## config.mk

```make
export PLATFORM = sky130hd
export DESIGN_NAME = port_a_pin_direction_function
export DESIGN_NICKNAME = d
export VERILOG_FILES = /design/src/pin_sync3.v /design/src/port_a_pin_direction_function.v
export VERILOG_INCLUDE_DIRS = /design/src /design/src/src
export SDC_FILE = /design/constraint.sdc
export NUM_CORES = 1
export LEC_CHECK = 0
export BUFFER_PORTS_ARGS = -buffer_cell sky130_fd_sc_hd__buf_4
export CELL_PAD_IN_SITES_DETAIL_PLACEMENT = 1
export CELL_PAD_IN_SITES_GLOBAL_PLACEMENT = 2
export CORE_ASPECT_RATIO = 0.6
export CORE_MARGIN = 2
export CORE_UTILIZATION = 37
export CTS_CLUSTER_SIZE = 28
export DETAILED_ROUTE_END_ITERATION = 7
export MAX_ROUTING_LAYER = met4
export PLACE_DENSITY_LB_ADDON = 0.25
export SLEW_MARGIN = 10
export SYNTH_ARGS = -nofsm -noshare
export SYNTH_HDL_FRONTEND = slang
export SYNTH_SLANG_ARGS = --single-unit
export TNS_END_PERCENT = 5
```

## constraint.sdc

```tcl
create_clock -name pclk -period 2.3 [get_ports pclk]
set_input_delay 0.46 -clock pclk [delete_from_list [all_inputs] [get_ports pclk]]
set_output_delay 0.46 -clock pclk [all_outputs]
set_load 0.01 [all_outputs]
```

## src/port_a_pfc_defs.vh

```
// port a pin function controller: register offsets, reset values, field codes
// assumes inclusion by the port a controller, checker and bench files
`ifndef PORT_A_PIN_FUNCTION_DEFS_VH
`define PORT_A_PIN_FUNCTION_DEFS_VH

// apb byte offsets, one aligned word each
`define PA_OFF_DIR_HIGH 8'h00
`define PA_OFF_DIR_LOW 8'h04
`define PA_OFF_FUNC_HIGH 8'h08
`define PA_OFF_FUNC_LOW2 8'h0c
`define PA_OFF_FUNC_LOW1 8'h10
`define PA_OFF_DATA 8'h14

// reset values
`define PA_RST_DIR_HIGH 16'h0000
`define PA_RST_DIR_LOW 16'h0000
`define PA_RST_FUNC 16'h0000
`define PA_RST_DATA 16'h0000

// writable bit masks
`define PA_MASK_FULL 16'hffff
`define PA_MASK_DIR_HIGH 16'h00ff
`define PA_MASK_FUNC_SMALL 16'h55ff

// function field codes, two bits per pin
`define PA_FSEL_GPIO 2'h0
`define PA_FSEL_SERIAL 2'h1

// pins that carry the serial clocks
`define PA_PIN_SERIAL_CLOCK_0 2
`define PA_PIN_SERIAL_CLOCK_1 5

`endif

```

## src/pin_sync3.v

```verilog
// three-stage input synchroniser for asynchronous pin levels
// assumes: inputs change freely relative to clk; output accepted when stages 2 and 3 agree
module pin_sync3 #(
    parameter WIDTH = 24
) (
    // clock and reset
    input wire clk,
    input wire rst_n,
    // asynchronous levels in, settled levels out
    input wire [WIDTH-1:0] async_in,
    output reg [WIDTH-1:0] level
);

    reg [WIDTH-1:0] stage1;
    reg [WIDTH-1:0] stage2;
    reg [WIDTH-1:0] stage3;
    integer i;

    // stage1 feeds only stage2; a bit counts once stages 2 and 3 agree
    always @(posedge clk or negedge rst_n) begin
        if (!rst_n) begin
            stage1 <= {WIDTH{1'b0}};
            stage2 <= {WIDTH{1'b0}};
            stage3 <= {WIDTH{1'b0}};
            level <= {WIDTH{1'b0}};
        end else begin
            stage1 <= async_in;
            stage2 <= stage1;
            stage3 <= stage2;
            for (i = 0; i < WIDTH; i = i + 1) begin
                if (stage2[i] == stage3[i]) begin
                    level[i] <= stage3[i];
                end
            end
        end
    end

endmodule // pin_sync3

```

## src/port_a_pin_direction_function.v

```verilog
// port a direction and function selection, 24 multiplexed pins, apb slave
// assumes: one clock pclk, async active-low presetn, pads resolved outside
// from pin_out/pin_oe, peripherals drive alt_out/alt_oe and read alt_in
//
// The placing of the registers and the APB interface to the registers were left to the implementer.
`include "port_a_pfc_defs.vh"

// How it works
// - direction bit 1 drives the pin out, 0 leaves it an input
// - two 16-bit direction registers map in order onto pins 23 down to 0
// - low direction applies for gpio pins 15..0 or serial clock pins
// - high direction applies only while pins 23..16 are gpio
// - high direction bits 15..8 read zero; software writes zero there
// - smaller variant: high direction bits 7..0 control no pin
// - reset clears both direction registers, every pin an input
// - three 16-bit control registers pick each pin's function
// - smaller variant: high control register bits 15, 13, 11, 9 read zero
module port_a_pin_direction_function #(
    parameter SMALL_VARIANT = 0,
    parameter PINS = 24,
    parameter ADDR_WIDTH = 8
) (
    // clock and reset
    input wire pclk,
    input wire presetn,
    // apb slave
    input wire [ADDR_WIDTH-1:0] paddr,
    input wire psel,
    input wire penable,
    input wire pwrite,
    input wire [31:0] pwdata,
    input wire [3:0] pstrb,
    output reg [31:0] prdata,
    output reg pready,
    output reg pslverr,
    // port a pads
    input wire [PINS-1:0] pin_in,
    output reg [PINS-1:0] pin_out,
    output reg [PINS-1:0] pin_oe,
    // on-chip peripherals sharing the pins
    input wire [PINS-1:0] alt_out,
    input wire [PINS-1:0] alt_oe,
    output wire [PINS-1:0] alt_in
);

    // software-visible state
    reg [15:0] port_a_direction_low;
    reg [15:0] port_a_direction_high;
    reg [15:0] port_a_function_low1;
    reg [15:0] port_a_function_low2;
    reg [15:0] port_a_function_high;
    reg [15:0] port_a_data;

    // settled pin levels
    wire [PINS-1:0] pin_level;

    // bus decode
    wire setup_phase;
    wire write_now;
    wire [2:0] slot;
    reg addr_hit;
    reg [15:0] read_word;

    // next pad values
    reg [PINS-1:0] next_pin_out;
    reg [PINS-1:0] next_pin_oe;
    reg [1:0] sel;
    integer i;

    // control-register mask: bits 15, 13, 11, 9 reserved on the smaller variant
    localparam [15:0] FUNC_HIGH_MASK =
        (SMALL_VARIANT != 0) ? `PA_MASK_FUNC_SMALL : `PA_MASK_FULL;

    // register slots behind the apb addresses
    localparam [2:0] SLOT_DIR_HIGH = 3'h0;
    localparam [2:0] SLOT_DIR_LOW = 3'h1;
    localparam [2:0] SLOT_FUNC_HIGH = 3'h2;
    localparam [2:0] SLOT_FUNC_LOW2 = 3'h3;
    localparam [2:0] SLOT_FUNC_LOW1 = 3'h4;
    localparam [2:0] SLOT_DATA = 3'h5;
    localparam [2:0] SLOT_NONE = 3'h7;

    // merge byte lanes 0 and 1 of a write into a 16-bit register
    function [15:0] merge_write;
        input [15:0] old;
        input [31:0] wdata;
        input [3:0] strb;
        input [15:0] mask;
        reg [15:0] lanes;
        begin
            lanes = old;
            if (strb[0]) begin
                lanes[7:0] = wdata[7:0];
            end
            if (strb[1]) begin
                lanes[15:8] = wdata[15:8];
            end
            merge_write = lanes & mask;
        end
    endfunction

    // two-bit function field of one pin, eight pins per control register
    function [1:0] pin_function;
        input [15:0] f_low1;
        input [15:0] f_low2;
        input [15:0] f_high;
        input integer idx;
        reg [15:0] word;
        integer pos;
        begin
            if (idx < 8) begin
                word = f_low1;
            end else if (idx < 16) begin
                word = f_low2;
            end else begin
                word = f_high;
            end
            pos = (idx % 8) * 2;
            pin_function = word[pos +: 2];
        end
    endfunction

    // whether a pin is one of the two serial clock pins
    function is_serial_clock;
        input integer idx;
        begin
            is_serial_clock = (idx == `PA_PIN_SERIAL_CLOCK_0) ||
                (idx == `PA_PIN_SERIAL_CLOCK_1);
        end
    endfunction

    // one address decode shared by the read mux and the write path,
    // so the two register maps cannot drift apart
    function [2:0] reg_slot;
        input [ADDR_WIDTH-1:0] addr;
        begin
            case (addr)
                `PA_OFF_DIR_HIGH: begin
                    reg_slot = SLOT_DIR_HIGH;
                end
                `PA_OFF_DIR_LOW: begin
                    reg_slot = SLOT_DIR_LOW;
                end
                `PA_OFF_FUNC_HIGH: begin
                    reg_slot = SLOT_FUNC_HIGH;
                end
                `PA_OFF_FUNC_LOW2: begin
                    reg_slot = SLOT_FUNC_LOW2;
                end
                `PA_OFF_FUNC_LOW1: begin
                    reg_slot = SLOT_FUNC_LOW1;
                end
                `PA_OFF_DATA: begin
                    reg_slot = SLOT_DATA;
                end
                default: begin
                    reg_slot = SLOT_NONE;
                end
            endcase
        end
    endfunction

    // pin levels cross from the pads into pclk
    pin_sync3 #(
        .WIDTH(PINS)
    ) u_pin_sync (
        .clk(pclk),
        .rst_n(presetn),
        .async_in(pin_in),
        .level(pin_level)
    );

    // peripherals see the settled level of every pin
    assign alt_in = pin_level;

    // a write lands only at the access edge where pready is sampled high
    assign setup_phase = psel && !penable;
    assign write_now = psel && penable && pready && pwrite;
    assign slot = reg_slot(paddr);

    // read mux over the decoded slot, reserved bits forced low
    always @* begin
        addr_hit = (slot != SLOT_NONE);
        read_word = 16'h0000;
        case (slot)
            SLOT_DIR_HIGH: begin
                read_word = port_a_direction_high & `PA_MASK_DIR_HIGH;
            end
            SLOT_DIR_LOW: begin
                read_word = port_a_direction_low;
            end
            SLOT_FUNC_HIGH: begin
                read_word = port_a_function_high & FUNC_HIGH_MASK;
            end
            SLOT_FUNC_LOW2: begin
                read_word = port_a_function_low2;
            end
            SLOT_FUNC_LOW1: begin
                read_word = port_a_function_low1;
            end
            SLOT_DATA: begin
                read_word = pin_level[15:0];
            end
            default: begin
                read_word = 16'h0000;
            end
        endcase
    end

    // one wait-free access phase: answer prepared during setup
    always @(posedge pclk or negedge presetn) begin
        if (!presetn) begin
            pready <= 1'b0;
            pslverr <= 1'b0;
            prdata <= 32'h0000_0000;
        end else begin
            pready <= setup_phase;
            if (setup_phase) begin
                pslverr <= !addr_hit;
                prdata <= pwrite ? 32'h0000_0000 : {16'h0000, read_word};
            end else begin
                pslverr <= 1'b0;
                prdata <= 32'h0000_0000;
            end
        end
    end

    // register writes; unmapped writes are dropped and flagged by pslverr
    always @(posedge pclk or negedge presetn) begin
        if (!presetn) begin
            port_a_direction_low <= `PA_RST_DIR_LOW;
            port_a_direction_high <= `PA_RST_DIR_HIGH;
            port_a_function_low1 <= `PA_RST_FUNC;
            port_a_function_low2 <= `PA_RST_FUNC;
            port_a_function_high <= `PA_RST_FUNC;
            port_a_data <= `PA_RST_DATA;
        end else if (write_now) begin
            case (slot)
                SLOT_DIR_HIGH: begin
                    // upper byte never stored, so it reads zero
                    port_a_direction_high <= merge_write(port_a_direction_high,
                        pwdata, pstrb, `PA_MASK_DIR_HIGH);
                end
                SLOT_DIR_LOW: begin
                    port_a_direction_low <= merge_write(port_a_direction_low,
                        pwdata, pstrb, `PA_MASK_FULL);
                end
                SLOT_FUNC_HIGH: begin
                    port_a_function_high <= merge_write(port_a_function_high,
                        pwdata, pstrb, FUNC_HIGH_MASK);
                end
                SLOT_FUNC_LOW2: begin
                    port_a_function_low2 <= merge_write(port_a_function_low2,
                        pwdata, pstrb, `PA_MASK_FULL);
                end
                SLOT_FUNC_LOW1: begin
                    port_a_function_low1 <= merge_write(port_a_function_low1,
                        pwdata, pstrb, `PA_MASK_FULL);
                end
                SLOT_DATA: begin
                    port_a_data <= merge_write(port_a_data, pwdata, pstrb,
                        `PA_MASK_FULL);
                end
                default: begin
                    port_a_data <= port_a_data;
                end
            endcase
        end
    end

    // per-pin function and direction resolution
    always @* begin
        next_pin_out = {PINS{1'b0}};
        next_pin_oe = {PINS{1'b0}};
        sel = `PA_FSEL_GPIO;
        for (i = 0; i < PINS; i = i + 1) begin
            sel = pin_function(port_a_function_low1, port_a_function_low2,
                port_a_function_high, i);
            if (i < 16) begin
                if (sel == `PA_FSEL_GPIO) begin
                    // gpio: low direction bit decides, data register drives
                    next_pin_oe[i] = port_a_direction_low[i];
                    next_pin_out[i] = port_a_data[i];
                end else if (is_serial_clock(i) && sel == `PA_FSEL_SERIAL) begin
                    // serial clock: direction still from the low register
                    next_pin_oe[i] = port_a_direction_low[i];
                    next_pin_out[i] = alt_out[i];
                end else begin
                    // other peripheral owns direction; low register ignored
                    next_pin_oe[i] = alt_oe[i];
                    next_pin_out[i] = alt_out[i];
                end
            end else if (SMALL_VARIANT != 0) begin
                // upper group has no pads here; bits stay stored but idle
                next_pin_oe[i] = 1'b0;
                next_pin_out[i] = 1'b0;
            end else if (sel == `PA_FSEL_GPIO) begin
                // high direction only while the upper pins are gpio
                next_pin_oe[i] = port_a_direction_high[i-16];
                next_pin_out[i] = 1'b0;
            end else begin
                next_pin_oe[i] = alt_oe[i];
                next_pin_out[i] = alt_out[i];
            end
        end
    end

    // registered pads: a write shows one edge later, whole word at once,
    // so pins the write leaves alone see no intermediate value
    always @(posedge pclk or negedge presetn) begin
        if (!presetn) begin
            pin_oe <= {PINS{1'b0}};
            pin_out <= {PINS{1'b0}};
        end else begin
            pin_oe <= next_pin_oe;
            pin_out <= next_pin_out;
        end
    end

endmodule // port_a_pin_direction_function

```

# After elaboration in Yosys (flattened, before gate mapping)
# Index checks and enable logic that the tools add are counted.
[word_totals]
reg_bits = 266
latch_bits = 0
ram_bits = 0
mem_bits_ro = 0
input_bits = 121
wordCells = 178
memories = 0
[classes]
addsub = 0
n_mul = 0
div = 0
n_lt_le_gt_ge = 0
eq_ne = 37
shifts = 0
mux = 55
n_bitwise = 0
reduce_logical = 43
[op_table]
columns = ["cell", "count"]
rows = [
  ["$pmux W16 S6", 1],
  ["$mux W1", 51],
  ["$logic_not A2 Y1", 24],
  ["$reduce_and A3 Y1", 11],
  ["$mux W16", 2],
  ["$eq A1 B1 Y1", 24],
  ["$pmux W3 S6", 1],
  ["$eq A8 B4 Y1 const B", 2],
  ["$eq A8 B5 Y1 const B", 2],
  ["$eq A8 B3 Y1 const B", 1],
  ["$logic_not A8 Y1", 1],
  ["$eq A3 B2 Y1 const B", 2],
  ["$eq A3 B3 Y1 const B", 2],
  ["$eq A2 B1 Y1 const B", 2],
  ["$logic_and A1 B1 Y1", 4],
  ["$eq A3 B1 Y1 const B", 1],
  ["$logic_not A3 Y1", 1],
  ["$ne A3 B3 Y1 const B", 1],
  ["$logic_not A1 Y1", 2],
]

# Logic depth before layout (Yosys ltp)
[depth]
word_depth = 6
mapped_depth = 11
mapped_depth_nobuf = 9

# Modules after synthesis
# Synthesis repeated with hierarchy kept, for this count alone.
[unflattened]
hier_cells = 633
area_unflattened_um2 = 9571.7
[modules_own_cells]
columns = ["mod", "instances", "cells_per_inst", "area_per_inst_um2", "seq_area_each_um2"]
rows = [
  ["port_a_pin_direction_function", 1, 513, 6899.1, 3853.7],
  ["pin_sync3", 1, 120, 2672.6, 2402.3],
]

# Worst setup path after synthesis
# No wires, ideal clock.
[synth_timing]
path_type = "input-to-reg"
start = "input paddr[1]"
end = "register port_a_function_low1[0], in the netlist pin_function.f_low1[0]"
setup_ns = 0.125
t_arrival_ns = 3.396
t_required_ns = 2.175
slack_ns = -1.221
path_stages = 10
path_buffers = 3
path_cell_list = "or3_1 nor3_1 buf_2 nand3b_1 ha_1 or3b_1 buf_2 or4_1 buf_6 mux2_4"
[synth_via]
elab_chain_cells = 4
word_cells_on_any_way = 9
classes_between = "eq/ne (6); mux (1); reduce/logical (2)"
[synth_lines]
columns = ["item", "line", "rtl"]
rows = [
  ["from (decl)", "port_a_pin_direction_function.v:27", "input wire [ADDR_WIDTH-1:0] paddr,"],
  ["$eq A8 B5 Y1 (tied with other cells)", "port_a_pin_direction_function.v:137", "case (addr)"],
  ["$pmux W3 S6 *", "port_a_pin_direction_function.v:137", ""],
  ["$eq A3 B3 Y1 *", "port_a_pin_direction_function.v:238", "case (slot)"],
  ["$reduce_and A3 Y1 (no source line) *", "--", ""],
  ["to (signal assigned)", "port_a_pin_direction_function.v:233", "port_a_function_low1 <= `PA_RST_FUNC;"],
  ["to (signal assigned)", "port_a_pin_direction_function.v:257", "port_a_function_low1 <= merge_write(port_a_function_low1,"],
  ["to (decl)", "port_a_pin_direction_function.v:49", "reg [15:0] port_a_function_low1;"],
]
# Every way passes the cells marked *; elsewhere a longest branch is shown, timed or not.
# A chain may end at the register's enable or synchronous reset.

# Worst setup path in the final report
[layout_timing]
start = "input paddr[5]"
end = "register port_a_function_high[14], in the netlist pin_function.f_high[14]"
[layout_via]
elab_chain_cells = 4
word_cells_on_any_way = 9
classes_between = "eq/ne (6); mux (1); reduce/logical (2)"
[layout_lines]
columns = ["item", "line", "rtl"]
rows = [
  ["$eq A8 B5 Y1 (tied with other cells)", "port_a_pin_direction_function.v:137", ""],
  ["$pmux W3 S6 *", "port_a_pin_direction_function.v:137", ""],
  ["$eq A3 B2 Y1 *", "port_a_pin_direction_function.v:238", ""],
  ["$reduce_and A3 Y1 (no source line) *", "--", ""],
  ["to (signal assigned)", "port_a_pin_direction_function.v:235", "port_a_function_high <= `PA_RST_FUNC;"],
  ["to (signal assigned)", "port_a_pin_direction_function.v:249", "port_a_function_high <= merge_write(port_a_function_high,"],
  ["to (decl)", "port_a_pin_direction_function.v:51", "reg [15:0] port_a_function_high;"],
]
# Marked as above.

==> impl_metrics.yaml <==
cts:
  clockRootBuffer: "clkbuf_16"
  cts-htree-levels: 1
  clkTransAtPathRegs_ps: 60
  cts_buffer_depth: 3
  numCtsBuffers: 25
  cts_tree: "built"
  clock_sinks: 250
  insertion_delay_ps: 540
worst_setup_path:
  crit_path_start_kind: "input port"
  arrival_ps: 2820
  crit_type: "input port to flop"
  cp_max_fo: 8
  cp-end-kind: "flop"
  crit_required_ps: 2720
finish:
  layout_commonest_cell: "dfrtp_1"
  final_cell_mix: "dfrtp_1, buf_4, mux2_2"
  area_growth_pct: 32.8
  num-nets-final: 972
  antenna_cells: 0
  drive_gt1_frac: 0.495
detailed_routing:
  vias_per_cell: 4.87
  dr.max_layer_used: "met4"
  routed_wl_um: 26200
  met2_length_um: 11600
  remaining_drc_errors: 0
  ant_nets: 0
  vias: 5827
  post_drt_wl_per_cell_um: 21.9
  wirelength_met1_um: 12200
  first_pass_iters: 4
  drt-initial-drc-count: 291
  routed-wl-met3_um: 1920
die:
  core_area_sq_um: 25200
  io_pins: 227
  die_width_um: 211
  initial_core_util: 0.376
  die_y_um: 128
  die_area_sq_um: 27000
  rows: 45
timing:
  fin_tns_setup_ps: -2900
  slew_viol_final: 0
  finalCritPeriodShare: 1.04
  finalSetupViolCount: 32
  fin_ws_ps: -103
  slew_headroom: 0.601
  rsz0062_at_grt: "true"
  whs_ps: 27.0
  hold_viol: 0
  tightest_slew_ps: 598
  fin_crit_ps: 2400
  fmax_mhz: 416
  fin_skew_ps: 8.94
synthesis:
  ys.flop_type: "dfrtp_1"
  syn-cell-area_sq_um: 9480
  yosysUniqueCellTypes: 40
  synthArstFlopShare: 1.00
  yosysWarnings: 0
  synth_edf_count: 0
  ys_seq_area_frac: 0.660
  synth_seq_cells: 250
  synth_cells: 601
  avgSynthCellArea_sq_um: 15.8
pwr:
  p_per_area_nw_per_um2: 746
  p_leak_uw: 0.00627
  peakVddDrop_mv: 0.418
status:
  violations: "setup timing"
  status: "finished with violations"
global_routing:
  grt_pass1_wl_um: 40400
  grt_max_degree: 61
  grt.total_usage: 0.206
  grt_overflow: 0
  antenna_found_initial: 0
  grt_pass1_vias: 6599
job:
  maxCapViolCount: 0
placement:
  gp_congestion: 0.831
  place.detailed.hpwl_um: 19300
  port_buffers: 192
hold_path:
  min_path_type: "input port to flop"
==> power by group <==
| group | leakage, uW | total, uW | switching (uW) | internal (uW) |
|---|---|---|---|---|
| Combinational | 0.00257 | 527 | 263 | 264 |
| Sequential | 0.00327 | 4590 | 74.8 | 4510 |
| Clock | 0.000429 | 4280 | 1690 | 2590 |
| Total | 0.00627 | 9400 | 2030 | 7360 |
==> cells in the mapped netlist, types with 4 or more instances <==
| cell type | n | share of area |
|---|---|---|
| mux2i_1 | 30 | 0.032 |
| buf_2 | 8 | 0.0042 |
| buf_6 | 6 | 0.0071 |
| nor2b_1 | 9 | 0.0059 |
| a22oi_1 | 15 | 0.012 |
| nand2_1 | 7 | 0.0028 |
| a21oi_1 | 9 | 0.0047 |
| mux2_2 | 80 | 0.095 |
| nor2_1 | 39 | 0.015 |
| buf_4 | 16 | 0.013 |
| dfrtp_1 | 250 | 0.66 |
| or4_4 | 4 | 0.0047 |
| maj3_1 | 24 | 0.025 |
| o21ai_0 | 8 | 0.0042 |
| mux2_4 | 48 | 0.076 |
| o22ai_1 | 15 | 0.0099 |
==> metal layers <==
| metal | GRT usage | vias up |
|---|---|---|
| li1 | - | 2599 |
| met5 | - | - |
| met2 | 0.300 | 163 |
| met1 | 0.297 | 3023 |
| met4 | 0.0427 | 0 |
| met3 | 0.0448 | 42 |
==> final timing paths <==
check / end / cells after the start / slack [ps] / from
min in group asynchronous: pin_oe[1] / 2 / 480 / presetn
setup / recovery: pin_function.f_high[14] / 8 / -100 / paddr[5]
hold reg to reg: u_pin_sync.stage2[21] / 0 / 350 / u_pin_sync.stage1[21]
hold / removal: u_pin_sync.stage1[10] / 1 / 30 / pin_in[10]
setup reg to reg: pin_function.f_low1[1] / 4 / 380 / pready
max in group asynchronous: u_pin_sync.level[16] / 3 / 1130 / presetn
==> state kept, by name (all words and copies together), names as in the netlist, 8 cells and up <==
name / count
pin_oe: 24
prdata: 16
pin_function.f_low2: 16
u_pin_sync.stage1: 24
u_pin_sync.level: 24
port_a_direction_high: 8
pin_function.f_low1: 16
port_a_direction_low: 16
u_pin_sync.stage2: 24
u_pin_sync.stage3: 24
port_a_data: 16
pin_out: 24
pin_function.f_high: 16
==> cell families after synthesis <==
group	after synthesis	synth area share
flops	250	0.660
mux	158	0.203
simple gates	80	0.0487
compound gates	52	0.0359
buf+inv	35	0.0260
fa+ha+maj	25	0.0267
other cells	1	0.000395
==> repair_timing <==
action | CTS | global route
hold endpoints to repair | 54 | 0
endpoints found under the setup margin | 52 | 67
gates resized for setup | 6 | 9
buffers inserted | 2 | 1
pin swaps | 2 | 4
hold buffers | 1 | 0
==> metrics by stage <==
step / cell area [sq um] / total power (uW) / instances / setup WS, ps / utilization
2_1_floorplan: 9570 / 4800 / 616 / -855 / -
3_3_place_gp: 11600 / 5180 / 1148 / -694 / 0.461
3_5_place_dp: 11600 / 5200 / 1148 / -760 / 0.461
4_1_cts: 12500 / 9530 / 1196 / -100 / 0.497
5_1_grt: 12600 / 9780 / 1197 / -134 / 0.499
6_report: 12600 / 9400 / 1197 / -103 / 0.499
==> critical path: stages <==
cell and delay (ps):
buf_6 90, or3_4 400, nor3_4 160, nand3b_1 140
ha_4 200, or3b_4 400, or4_4 620, mux2_4 340
==> final cells by class <==
class / count / area, sq um
sequential: 250 / 6260
fill: 2517 / 12600
clock buffer: 37 / 751
inverter: 2 / 7.51
multi-input combinational: 331 / 3110
clock inverter: 8 / 121
tap: 329 / 412
timing repair buffer: 240 / 1930
Note: power is estimated with default switching activity, not from simulation.
